--- src/logic/dsd_pkg.sv ---
// Purpose: Shared constants for the slave diagnostic responder and its master.
// Assumes: One clock at 125 MHz for both ends.
// Notes: Octet numbers below count from one inside the frame.
`default_nettype none
package dsd_pkg;
    // Fixed standard header and the identifier block behind it.
    localparam int HDR_LEN = 6;
    localparam int MOD_COUNT = 1;
    localparam int ID_OCTETS = (MOD_COUNT + 7) / 8;
    localparam int ID_LEN_MIN = 2;
    localparam int ID_LEN_MAX = 32;
    localparam int ID_FLAG_MAX = ID_LEN_MAX - 1;
    localparam int ID_SENT = (ID_OCTETS > ID_FLAG_MAX) ? ID_FLAG_MAX : ID_OCTETS;
    localparam int FRAME_LEN = HDR_LEN + 1 + ID_SENT;
    localparam logic [5:0] ID_BLOCK_LEN = 6'(1 + ID_SENT);
    localparam logic [1:0] SEL_IDENT = 2'h1;
    localparam logic ID_OVERFLOW = (ID_OCTETS > ID_FLAG_MAX);
    // Bit positions in header octet 1.
    localparam int B1_ABSENT = 0;
    localparam int B1_NOT_READY = 1;
    localparam int B1_CFG_FAULT = 2;
    localparam int B1_EXT_DIAG = 3;
    localparam int B1_NOT_SUPP = 4;
    localparam int B1_INVALID = 5;
    localparam int B1_PRM_FAULT = 6;
    // Bit positions in header octets 2 and 3.
    localparam int B2_PRM_REQ = 0;
    localparam int B2_STAT_DIAG = 1;
    localparam int B2_ALWAYS_ONE = 2;
    localparam int B2_WD_ON = 3;
    localparam int B2_FREEZE = 4;
    localparam int B2_SYNC = 5;
    localparam int B2_DEACT = 7;
    localparam int B3_OVERFLOW = 7;
    // Master address before any parameterisation.
    localparam logic [7:0] MASTER_NONE = 8'h00_FF;
    // Device identification; the value is arbitrary.
    localparam logic [15:0] IDENT_NUMBER = 16'h5A_3C;
    // Master side: answer timeout and receive buffer.
    localparam int CLK_NS = 8;
    localparam int TIMEOUT_NS = 1000;
    localparam int TIMEOUT_CYC = TIMEOUT_NS / CLK_NS;
    localparam int RX_DEPTH = 16;
    // Master register map, byte addresses.
    localparam logic [7:0] REG_CTRL = 8'h00_00;
    localparam logic [7:0] REG_STATUS = 8'h00_04;
    localparam logic [7:0] REG_RXBUF = 8'h00_40;
    localparam logic [3:0] CTRL_RESET = 4'h0_0;
endpackage
`default_nettype wire

--- src/logic/dsd_link_if.sv ---
// Purpose: Logic-level link between the diagnostic slave and the polling master.
// Assumes: Both ends on the same clock; every signal but the octet stream is a one-cycle pulse.
// Notes: The master always accepts octets, so the stream has no ready.
`default_nettype none
interface dsd_link_if;
    logic dx_req;
    logic dx_rsp;
    logic dx_diag_flag;
    logic diag_req;
    logic diag_valid;
    logic [7:0] diag_data;
    logic diag_last;
    modport dev (input dx_req, diag_req,
                 output dx_rsp, dx_diag_flag, diag_valid, diag_data, diag_last);
    modport mst (output dx_req, diag_req,
                 input dx_rsp, dx_diag_flag, diag_valid, diag_data, diag_last);
endinterface
`default_nettype wire

--- src/logic/dsd_octet_ser.sv ---
// Purpose: Sends a captured frame one octet per clock.
// Assumes: A start is not given while a frame is being sent.
// Notes: The frame is copied at start so later input changes do not tear it.
`default_nettype none
module dsd_octet_ser (
    input wire logic clk,
    input wire logic rst_n,
    input wire logic start,
    input wire logic [dsd_pkg::FRAME_LEN-1:0][7:0] frame,
    output logic busy,
    output logic valid,
    output logic [7:0] data,
    output logic last
);
    import dsd_pkg::*;
    logic [FRAME_LEN-1:0][7:0] buf_reg;
    logic [7:0] idx_reg;
    logic run_reg;

    // Capture the frame and walk the index through it.
    always_ff @(posedge clk) begin
        if (!rst_n) begin
            run_reg <= 1'b0;
            idx_reg <= 8'h00_00;
            buf_reg <= '0;
        end else if (start && !run_reg) begin
            run_reg <= 1'b1;
            idx_reg <= 8'h00_00;
            buf_reg <= frame;
        end else if (run_reg) begin
            idx_reg <= idx_reg + 8'h00_01;
            if (idx_reg == 8'(FRAME_LEN - 1)) begin
                run_reg <= 1'b0;
            end
        end
    end

    // Registered octet outputs, one cycle behind the index.
    always_ff @(posedge clk) begin
        if (!rst_n) begin
            valid <= 1'b0;
            data <= 8'h00_00;
            last <= 1'b0;
        end else begin
            valid <= run_reg;
            data <= run_reg ? buf_reg[idx_reg[4:0]] : 8'h00_00;
            last <= run_reg && (idx_reg == 8'(FRAME_LEN - 1));
        end
    end

    assign busy = run_reg;
endmodule
`default_nettype wire

--- src/logic/dsd_slave_end.sv ---
// Purpose: Diagnostic responder of a fieldbus slave encoder.
// Assumes: Status inputs come from logic on the same clock.
// Notes: Answers a data-exchange poll in one cycle and streams the frame.
`default_nettype none
module dsd_slave_end (
    input wire logic clk,
    input wire logic rst_n,
    dsd_link_if.dev link,
    input wire logic in_data_exchange,
    input wire logic cfg_fault,
    input wire logic serious_error,
    input wire logic not_supported,
    input wire logic prm_fault,
    input wire logic prm_done,
    input wire logic [7:0] prm_master_addr,
    input wire logic wd_on,
    input wire logic freeze_mode,
    input wire logic sync_mode,
    input wire logic static_diag,
    input wire logic telegram_diag,
    output logic diag_pending,
    output logic sending
);
    import dsd_pkg::*;

    logic parameterised_reg;
    logic [7:0] master_addr_reg;
    logic pending_reg;
    logic pending_next;
    logic [7:0] oct1;
    logic [7:0] oct2;
    logic [7:0] oct3;
    logic [MOD_COUNT-1:0] mod_diag;
    logic [ID_SENT-1:0][7:0] id_flags;
    logic [FRAME_LEN-1:0][7:0] frame;
    logic [7:0] sent1_reg;
    logic [7:0] sent2_reg;
    logic [MOD_COUNT-1:0] sent_mod_reg;
    logic changed;
    logic diag_take;
    logic ser_busy;
    logic dx_rsp_reg;
    logic dx_flag_reg;

    // The encoder is not modular: the chosen telegram format is the one
    // virtual module, always placed in the only slot.
    assign mod_diag[0] = telegram_diag;

    // Parameterisation state and the address of the master that did it.
    always_ff @(posedge clk) begin
        if (!rst_n) begin
            parameterised_reg <= 1'b0;
            master_addr_reg <= MASTER_NONE;
        end else if (prm_done) begin
            parameterised_reg <= 1'b1;
            master_addr_reg <= prm_master_addr;
        end
    end

    // Header octet 1: slave-owned flags; absent and invalid stay zero
    // because only the master can know them.
    always_comb begin
        oct1 = 8'h00_00;
        oct1[B1_NOT_READY] = !in_data_exchange;
        oct1[B1_CFG_FAULT] = cfg_fault;
        oct1[B1_EXT_DIAG] = serious_error;
        oct1[B1_NOT_SUPP] = not_supported;
        oct1[B1_PRM_FAULT] = prm_fault;
        oct1[B1_ABSENT] = 1'b0;
        oct1[B1_INVALID] = 1'b0;
    end

    // Header octet 2: station state and active modes.
    always_comb begin
        oct2 = 8'h00_00;
        oct2[B2_PRM_REQ] = !parameterised_reg;
        oct2[B2_STAT_DIAG] = static_diag;
        oct2[B2_ALWAYS_ONE] = 1'b1;
        oct2[B2_WD_ON] = wd_on;
        oct2[B2_FREEZE] = freeze_mode;
        oct2[B2_SYNC] = sync_mode;
        oct2[B2_DEACT] = 1'b0;
    end

    // Header octet 3: only the overflow bit; the rest is reserved as zero.
    // Overflow can only arise if the module count outgrows the block limit.
    always_comb begin
        oct3 = 8'h00_00;
        oct3[B3_OVERFLOW] = ID_OVERFLOW;
    end

    // Module flags packed low bit first, one bit per configured module.
    // Modules beyond the block limit are dropped and raise overflow.
    genvar gi;
    generate
        for (gi = 0; gi < ID_SENT * 8; gi++) begin : g_flag
            if (gi < MOD_COUNT) begin : g_used
                assign id_flags[gi / 8][gi % 8] = mod_diag[gi];
            end else begin : g_pad
                assign id_flags[gi / 8][gi % 8] = 1'b0;
            end
        end
    endgenerate

    // Frame: six fixed octets, then the identifier-related block.
    always_comb begin
        frame = '0;
        frame[0] = oct1;
        frame[1] = oct2;
        frame[2] = oct3;
        frame[3] = master_addr_reg;
        frame[4] = IDENT_NUMBER[15:8];
        frame[5] = IDENT_NUMBER[7:0];
        frame[HDR_LEN] = {SEL_IDENT, ID_BLOCK_LEN};
        for (int i = 0; i < ID_SENT; i++) begin
            frame[HDR_LEN + 1 + i] = id_flags[i];
        end
    end

    // A request that lands while a frame is still going out is ignored;
    // the master waits for last before asking again.
    assign diag_take = link.diag_req && !ser_busy;

    // Fresh data means header octet 1 or 2 or a module flag differs from what was last sent.
    // Static diagnosis keeps the flag up so the master keeps asking.
    assign changed = (oct1 != sent1_reg) || (oct2 != sent2_reg)
                     || (mod_diag != sent_mod_reg) || static_diag;

    // A take clears the flag; the snapshot keeps what went out, so a change
    // at the take edge is still seen one cycle later. Static diagnosis wins.
    always_comb begin
        pending_next = pending_reg;
        if (diag_take) begin
            pending_next = 1'b0;
        end
        if (changed && !diag_take) begin
            pending_next = 1'b1;
        end
        if (static_diag) begin
            pending_next = 1'b1;
        end
    end

    // Pending starts set so the first poll after reset invites a request.
    always_ff @(posedge clk) begin
        if (!rst_n) begin
            pending_reg <= 1'b1;
        end else begin
            pending_reg <= pending_next;
        end
    end

    // Snapshot of what went out, for change detection.
    always_ff @(posedge clk) begin
        if (!rst_n) begin
            sent1_reg <= 8'h00_00;
            sent2_reg <= 8'h00_00;
            sent_mod_reg <= '0;
        end else if (diag_take) begin
            sent1_reg <= oct1;
            sent2_reg <= oct2;
            sent_mod_reg <= mod_diag;
        end
    end

    // Data-exchange reply one cycle after the poll, carrying the flag.
    always_ff @(posedge clk) begin
        if (!rst_n) begin
            dx_rsp_reg <= 1'b0;
            dx_flag_reg <= 1'b0;
        end else begin
            dx_rsp_reg <= link.dx_req;
            dx_flag_reg <= link.dx_req && pending_reg;
        end
    end

    dsd_octet_ser u_ser (
        .clk(clk),
        .rst_n(rst_n),
        .start(diag_take),
        .frame(frame),
        .busy(ser_busy),
        .valid(link.diag_valid),
        .data(link.diag_data),
        .last(link.diag_last)
    );

    assign link.dx_rsp = dx_rsp_reg;
    assign link.dx_diag_flag = dx_flag_reg;
    assign diag_pending = pending_reg;
    assign sending = ser_busy;
endmodule
`default_nettype wire

--- src/flat_wrapper.sv ---
// flat-port wrapper written by rule: the top's interface ports become plain ports
module dsd_slave_end_flat import dsd_pkg::*;
  (clk, rst_n, in_data_exchange, cfg_fault, serious_error, not_supported, prm_fault, prm_done, prm_master_addr, wd_on, freeze_mode, sync_mode, static_diag, telegram_diag, diag_pending, sending, link_dx_req, link_diag_req, link_dx_rsp, link_dx_diag_flag, link_diag_valid, link_diag_data, link_diag_last);
  dsd_link_if link_i ();
  input wire logic clk;
  input wire logic rst_n;
  input wire logic in_data_exchange;
  input wire logic cfg_fault;
  input wire logic serious_error;
  input wire logic not_supported;
  input wire logic prm_fault;
  input wire logic prm_done;
  input wire logic [7:0] prm_master_addr;
  input wire logic wd_on;
  input wire logic freeze_mode;
  input wire logic sync_mode;
  input wire logic static_diag;
  input wire logic telegram_diag;
  output logic diag_pending;
  output logic sending;
  input wire logic [$bits(link_i.dx_req)-1:0] link_dx_req;
  input wire logic [$bits(link_i.diag_req)-1:0] link_diag_req;
  output wire logic [$bits(link_i.dx_rsp)-1:0] link_dx_rsp;
  output wire logic [$bits(link_i.dx_diag_flag)-1:0] link_dx_diag_flag;
  output wire logic [$bits(link_i.diag_valid)-1:0] link_diag_valid;
  output wire logic [$bits(link_i.diag_data)-1:0] link_diag_data;
  output wire logic [$bits(link_i.diag_last)-1:0] link_diag_last;
  assign link_i.dx_req = link_dx_req;
  assign link_i.diag_req = link_diag_req;
  assign link_dx_rsp = link_i.dx_rsp;
  assign link_dx_diag_flag = link_i.dx_diag_flag;
  assign link_diag_valid = link_i.diag_valid;
  assign link_diag_data = link_i.diag_data;
  assign link_diag_last = link_i.diag_last;
  dsd_slave_end u_core (.clk(clk), .rst_n(rst_n), .link(link_i), .in_data_exchange(in_data_exchange), .cfg_fault(cfg_fault), .serious_error(serious_error), .not_supported(not_supported), .prm_fault(prm_fault), .prm_done(prm_done), .prm_master_addr(prm_master_addr), .wd_on(wd_on), .freeze_mode(freeze_mode), .sync_mode(sync_mode), .static_diag(static_diag), .telegram_diag(telegram_diag), .diag_pending(diag_pending), .sending(sending));
endmodule
--- config.mk ---
export PLATFORM = sky130hd
export DESIGN_NAME = dsd_slave_end_flat
export DESIGN_NICKNAME = d
export VERILOG_FILES = /design/src/logic/dsd_pkg.sv /design/src/logic/dsd_link_if.sv /design/src/logic/dsd_octet_ser.sv /design/src/logic/dsd_slave_end.sv /design/src/flat_wrapper.sv
export SDC_FILE = /design/constraint.sdc
export NUM_CORES = 1
export LEC_CHECK = 0
export BUFFER_PORTS_ARGS = -buffer_cell sky130_fd_sc_hd__buf_2
export CAP_MARGIN = 20
export CORE_MARGIN = 2
export CORE_UTILIZATION = 54
export CTS_CLUSTER_SIZE = 12
export DETAILED_ROUTE_END_ITERATION = 10
export GPL_ROUTABILITY_DRIVEN = 0
export PLACE_DENSITY = 0.75
export SLEW_MARGIN = 20
export SYNTH_ARGS = -nofsm -noshare
export SYNTH_HDL_FRONTEND = slang
export SYNTH_SLANG_ARGS = --single-unit
export TNS_END_PERCENT = 1
--- constraint.sdc ---
create_clock -name clk -period 2.9 [get_ports clk]
set_clock_uncertainty 0.1 [all_clocks]
set_input_delay 0.29 -clock clk [delete_from_list [all_inputs] [get_ports clk]]
set_output_delay 0.29 -clock clk [all_outputs]
set_load 0.005 [all_outputs]
### Word-level counts from Yosys, hierarchy flattened

Cells that the tools add are included.

| storage, ports and cells | value |
|---|---|
| bits in registers | 65 |
| bits of input ports | 23 |
| word-level logic and storage cells | 46 |

| cells by class | value |
|---|---|
| bitwise gates (word level) | 1 |
| reductions and logical operators | 15 |
| equal/unequal tests | 4 |
| add/sub/neg operators | 1 |
| muxes and demuxes | 5 |
| magnitude comparators | 1 |

Operators with widths:

| operator | number |
|---|---|
| $bmux W8 S3 | 1 |
| $add A8 B1 Y8 const B | 1 |
| $eq A8 B3 Y1 const B | 1 |
| $mux W8 | 1 |
| $ne A6 B6 Y1 | 1 |
| $logic_and A1 B1 Y1 | 5 |
| $lt A5 B4 Y1 const B | 1 |
| $ne A5 B5 Y1 | 1 |
| $logic_not A1 Y1 | 4 |
| $logic_or A1 B1 Y1 | 3 |
| $mux W1 | 3 |
| $reduce_or A3 Y1 | 1 |
| $reduce_and A2 Y1 | 1 |
| $reduce_or A2 Y1 | 1 |
| $ne A1 B1 Y1 | 1 |
| $not A1 Y1 | 1 |

### Logic depth before layout (Yosys ltp)

| depth | value |
|---|---|
| depth in word-level cells | 7 |
| depth in mapped cells | 5 |
| depth with buffers taken out | 4 |

### Cells and area by module

From an unflattened synthesis, not the netlist that was laid out.

| second synthesis, totals | value |
|---|---|
| cell total of the unflattened synthesis | 371 |
| area, all modules | 4093.9 µm² |

By module, submodules not included:

| module | seq. area each (µm²) | area an instance (µm²) | instances | cells each |
|---|---|---|---|---|
| dsd_octet_ser | 1661.6 | 3131.8 | 1 | 267 |
| dsd_slave_end | 480.5 | 962.2 | 1 | 104 |

### Least setup slack after synthesis

No wires, ideal clock.

| timing path | value |
|---|---|
| path kind | reg2reg |
| start | reg u_core.u_ser.idx_reg[1] |
| end | reg u_core.u_ser.data[3] |
| cell stages (with the launch flop) | 5 |
| path slack | 1.572 ns |
| period minus slack after synthesis | 1.328 ns |
| required time | 2.678 ns |
| path buffers | 1 |
| arrival time | 1.106 ns |
| cell sequence | dfxtp_1 -> buf_6 -> mux2_1 -> a221oi_1 -> nor2_1 |

| between the ends | value |
|---|---|
| cells in the longest elaborated chain, start to end | 2 |

Ends and longest elaborated chain:

| item | line | RTL |
|---|---|---|
| start: declaration | dsd_octet_ser.sv:17 | `logic [7:0] idx_reg;` |
| start signal: assignment | dsd_octet_ser.sv:31 | `idx_reg <= idx_reg + 8'h00_01;` |
| $bmux W8 S3 | dsd_octet_ser.sv:46 | `data <= run_reg ? buf_reg[idx_reg[4:0]] : 8'h00_00;` |
| $mux W8 (implied by the code) | dsd_octet_ser.sv:46 |  |
| end signal: assignment | dsd_octet_ser.sv:46 |  |
| end: declaration | dsd_octet_ser.sv:12 | `output logic [7:0] data,` |

No other way between the ends. The select of a mux whose other input is x is not followed.
A chain may end at the register's enable or synchronous reset.

### Worst setup path after layout

| timing path | value |
|---|---|
| start | reg u_core.u_ser.run_reg (netlist: u_core.u_ser.busy) |
| end | reg u_core.u_ser.buf_reg[28] in the netlist's numbering |

| between the ends | value |
|---|---|
| cells in the longest elaborated chain, start to end | 3 |

Ends and longest elaborated chain:

| item | line | RTL |
|---|---|---|
| start: declaration | dsd_octet_ser.sv:18 | `logic run_reg;` |
| start signal: assignment | dsd_octet_ser.sv:23 | `run_reg <= 1'b0;` |
| start signal: assignment | dsd_octet_ser.sv:27 | `run_reg <= 1'b1;` |
| start signal: assignment | dsd_octet_ser.sv:33 | `run_reg <= 1'b0;` |
| $logic_not A1 Y1 (*) | dsd_octet_ser.sv:26, dsd_slave_end.sv:122 |  |
| $logic_and A1 B1 Y1 | dsd_slave_end.sv:122 | `assign diag_take = link.diag_req && !ser_busy;` |
| $logic_and A1 B1 Y1 (*) | dsd_octet_ser.sv:26 | `end else if (start && !run_reg) begin` |
| end signal: assignment | dsd_octet_ser.sv:29 | `buf_reg <= frame;` |
| end: declaration | dsd_octet_ser.sv:16 | `logic [FRAME_LEN-1:0][7:0] buf_reg;` |

Mark *: on every way between the ends. The rest lies on a longest branch, timed or not.

==> results.py <==
metrics = {
    "run_status": {
        "status": "complete, no violations",
    },
    "floorplanning": {
        "ios": 37,
        "die_h_um": 66.1,
        "initial_utilization_pct": 56.4,
        "row_count": 22,
        "die_w_um": 66.1,
        "dieArea_sq_mm": 0.00437,
        "coreArea_sq_mm": 0.00369,
    },
    "grt": {
        "grt.met2_usage_pct": 34.0,
        "overflow": 0,
        "grt_pass1_wl_um": 6560,
        "grtUsageTotal_pct": 19.9,
        "busiest_layer": "met2",
        "met1_usage_pct": 23.8,
        "use_met3_pct": 5.28,
        "grt_pass1_vias": 1489,
        "grt_max_degree": 37,
        "antenna_found_initial": 0,
    },
    "critical_path": {
        "cp_top_family": "flip-flops",
        "crit_buf_inv": 1,
        "worstPathCellList": "nand2b_1, buf_4, nand2_1, a21boi_0",
        "ff2ff_setup_slack_ps": 1230,
        "crit-reg2reg-capture": "u_core.u_ser.buf_reg[28]",
        "crit_required_ps": 3020,
        "critPathArrivalTime_ps": 1800,
        "r2r_cells": 4,
        "crit_fanout": 11,
        "r2r-start": "u_core.u_ser.busy",
        "cp-startpoint": "u_core.u_ser.busy",
        "critPathMaxStageDelay_ps": 570,
        "endpoint_kind": "flop",
        "start_kind": "flop",
        "crit_cells": 4,
        "critPathCapture": "u_core.u_ser.buf_reg[28]",
        "critical_path_class": "reg -> reg",
        "critPathSlowestCell": "dfxtp_1",
    },
    "logic_synthesis": {
        "synth_cells": 232,
        "ys_warn_count": 0,
        "yosysSeqAreaShare_pct": 49.1,
        "synth.distinct_cells": 36,
        "synth_top_flop_cell": "dfxtp_1",
        "ys_ff_latch": 51,
        "synth_edf_count": 0,
        "async_reset_ff_share_pct": 0,
        "syn_nets": 256,
        "syn_area_sq_mm": 0.00208,
        "syn-mean-instance-area_sq_um": 8.97,
    },
    "drt": {
        "ant_nets": 0,
        "num_vias": 1607,
        "dr.pass1.iters": 4,
        "drtIter0Drc": 124,
        "routed_wl_um": 3870,
        "drc": 0,
        "viasPerCell": 5.13,
        "wire_per_inst_um": 12.4,
    },
    "cells_and_area": {
        "diodes": 0,
        "layout-drive-gt1-share_pct": 17.4,
        "nFillCells": 341,
        "ff_latch_area_sq_mm": 0.00102,
        "instances_no_fill": 313,
        "area_growth_pct": 12.7,
        "multi_input_area_sq_um": 972,
        "nNetsFinal": 288,
        "mostFrequentLayoutCell": "nand2_1",
        "final_cell_mix": "nand2_1, dfxtp_1, buf_2, a21boi_0, nor2_1",
        "largest_reg_flops": 12,
    },
    "sta": {
        "hold_violations": 0,
        "setup_violations": 0,
        "slew_headroom_pct": 63.3,
        "rsz0062_at_grt": "false",
        "finalCritPeriodShare_pct": 57.7,
        "min_period_ps": 1670,
        "drv_slew": 0,
        "max_freq_ghz": 0.598,
        "worstMarginPinSlew_ps": 550,
        "setup_tns_ps": 0,
    },
    "clock_network": {
        "cts_tree": "done",
        "cts_htree_levels": 2,
        "cts_root_buf": "clkbuf_8",
        "holdBufCountCts": 0,
        "cts.sinks": 51,
        "post_cts_buffers": 0,
        "cts_buffer_depth": 2,
        "tritoncts.num_buffers": 5,
        "clkTransAtPathRegs_ps": 80,
        "clock_latency_ps": 290,
        "cts_resized": 0,
    },
    "placement": {
        "dpl.hpwl_um": 2740,
        "placed_cells": 305,
        "port_buffers": 36,
    },
    "pwr": {
        "p_total_mw": 1.27,
        "p_per_area_mw_per_mm2": 542,
        "max-vdd-ir-drop_v": 0.000342,
        "leakage_nw": 0.991,
    },
    "job": {
        "cap_violations": 0,
    },
    "min_path": {
        "worst_hold_path_type": "in -> reg",
    },
}
## cell families after synthesis
group / Yosys count / synth area share [%]
xor+xnor: 15 / 6.31
flops: 51 / 49.1
fa+ha+maj: 1 / 0.601
compound gates: 39 / 12.7
buf+inv: 17 / 4.21
simple gates: 96 / 20.7
mux: 13 / 6.37
## final cells by class
class,instances,area share [%]
Inverter,4,0.640
Tap cell,48,2.56
Sequential cell,51,43.5
Clock inverter,1,0.213
Multi-Input combinational cell,164,41.5
Clock buffer,7,3.26
Timing Repair Buffer,38,8.32
## cell usage after synthesis (2+ instances only)
cell type	n	share of area (%)
mux2i_1	11	5.3
nand2_1	56	10
and2_1	2	0.60
buf_2	7	1.7
o21ai_0	4	0.96
inv_1	4	0.72
nor2_1	17	3.1
a21o_1	2	0.72
nor4b_1	2	0.84
nand2b_1	2	0.60
a221oi_1	2	0.84
dfxtp_1	51	49
a21boi_0	18	6.5
xnor2_1	9	3.8
nand4_1	5	1.5
xor2_1	6	2.5
a21oi_1	9	2.2
clkbuf_1	3	0.54
nor2b_1	2	0.60
buf_6	2	1.1
or3_1	2	0.60
and3_1	2	0.60
## worst min path at each step
stage	startpoint	endpoint	slack (ps)	cells past startpoint
floorplan	u_core.u_ser.buf_reg[31]	u_core.u_ser.data[7]	310	2
global placement	u_core.u_ser.buf_reg[31]	u_core.u_ser.data[7]	340	2
detailed placement	u_core.u_ser.buf_reg[31]	u_core.u_ser.data[7]	350	2
CTS	link_dx_req	u_core.link.dx_rsp	100	2
global route	prm_master_addr[1]	u_core.master_addr_reg[1]	100	3
finish	link_dx_req	u_core.link.dx_rsp	100	2
## per-layer routing
| layer | wire [um] | share of wire [%] |
|---|---|---|
| met1 | 1830 | 47 |
| met3 | 141 | 3.6 |
| met2 | 1840 | 48 |
| met5 | 0 | 0 |
| met4 | 62 | 1.6 |
## worst reg2reg max path: stages, from the launching register on
cell and delay, ps:
dfxtp_1 570, nand2b_1 450, buf_4 270, nand2_1 70
a21boi_0 150
## per-stage QoR
step	utilization [%]	instance area, sq um	setup slack (ps)	hold WS (ps)
global route	63.6	2340	1070	103
detailed placement	61.4	2260	1230	349
CTS	63.6	2340	1200	95.1
floorplan	-	2080	1570	310
finish	63.6	2340	1230	104
global placement	61.4	2260	1240	335
## report_power, final
part	leakage (nW)	internal [mW]	switching [mW]
Combinational	0.530	0.0632	0.0655
Clock	0.0422	0.169	0.208
Sequential	0.418	0.735	0.0302
Note: power is estimated with default switching activity, not from simulation.
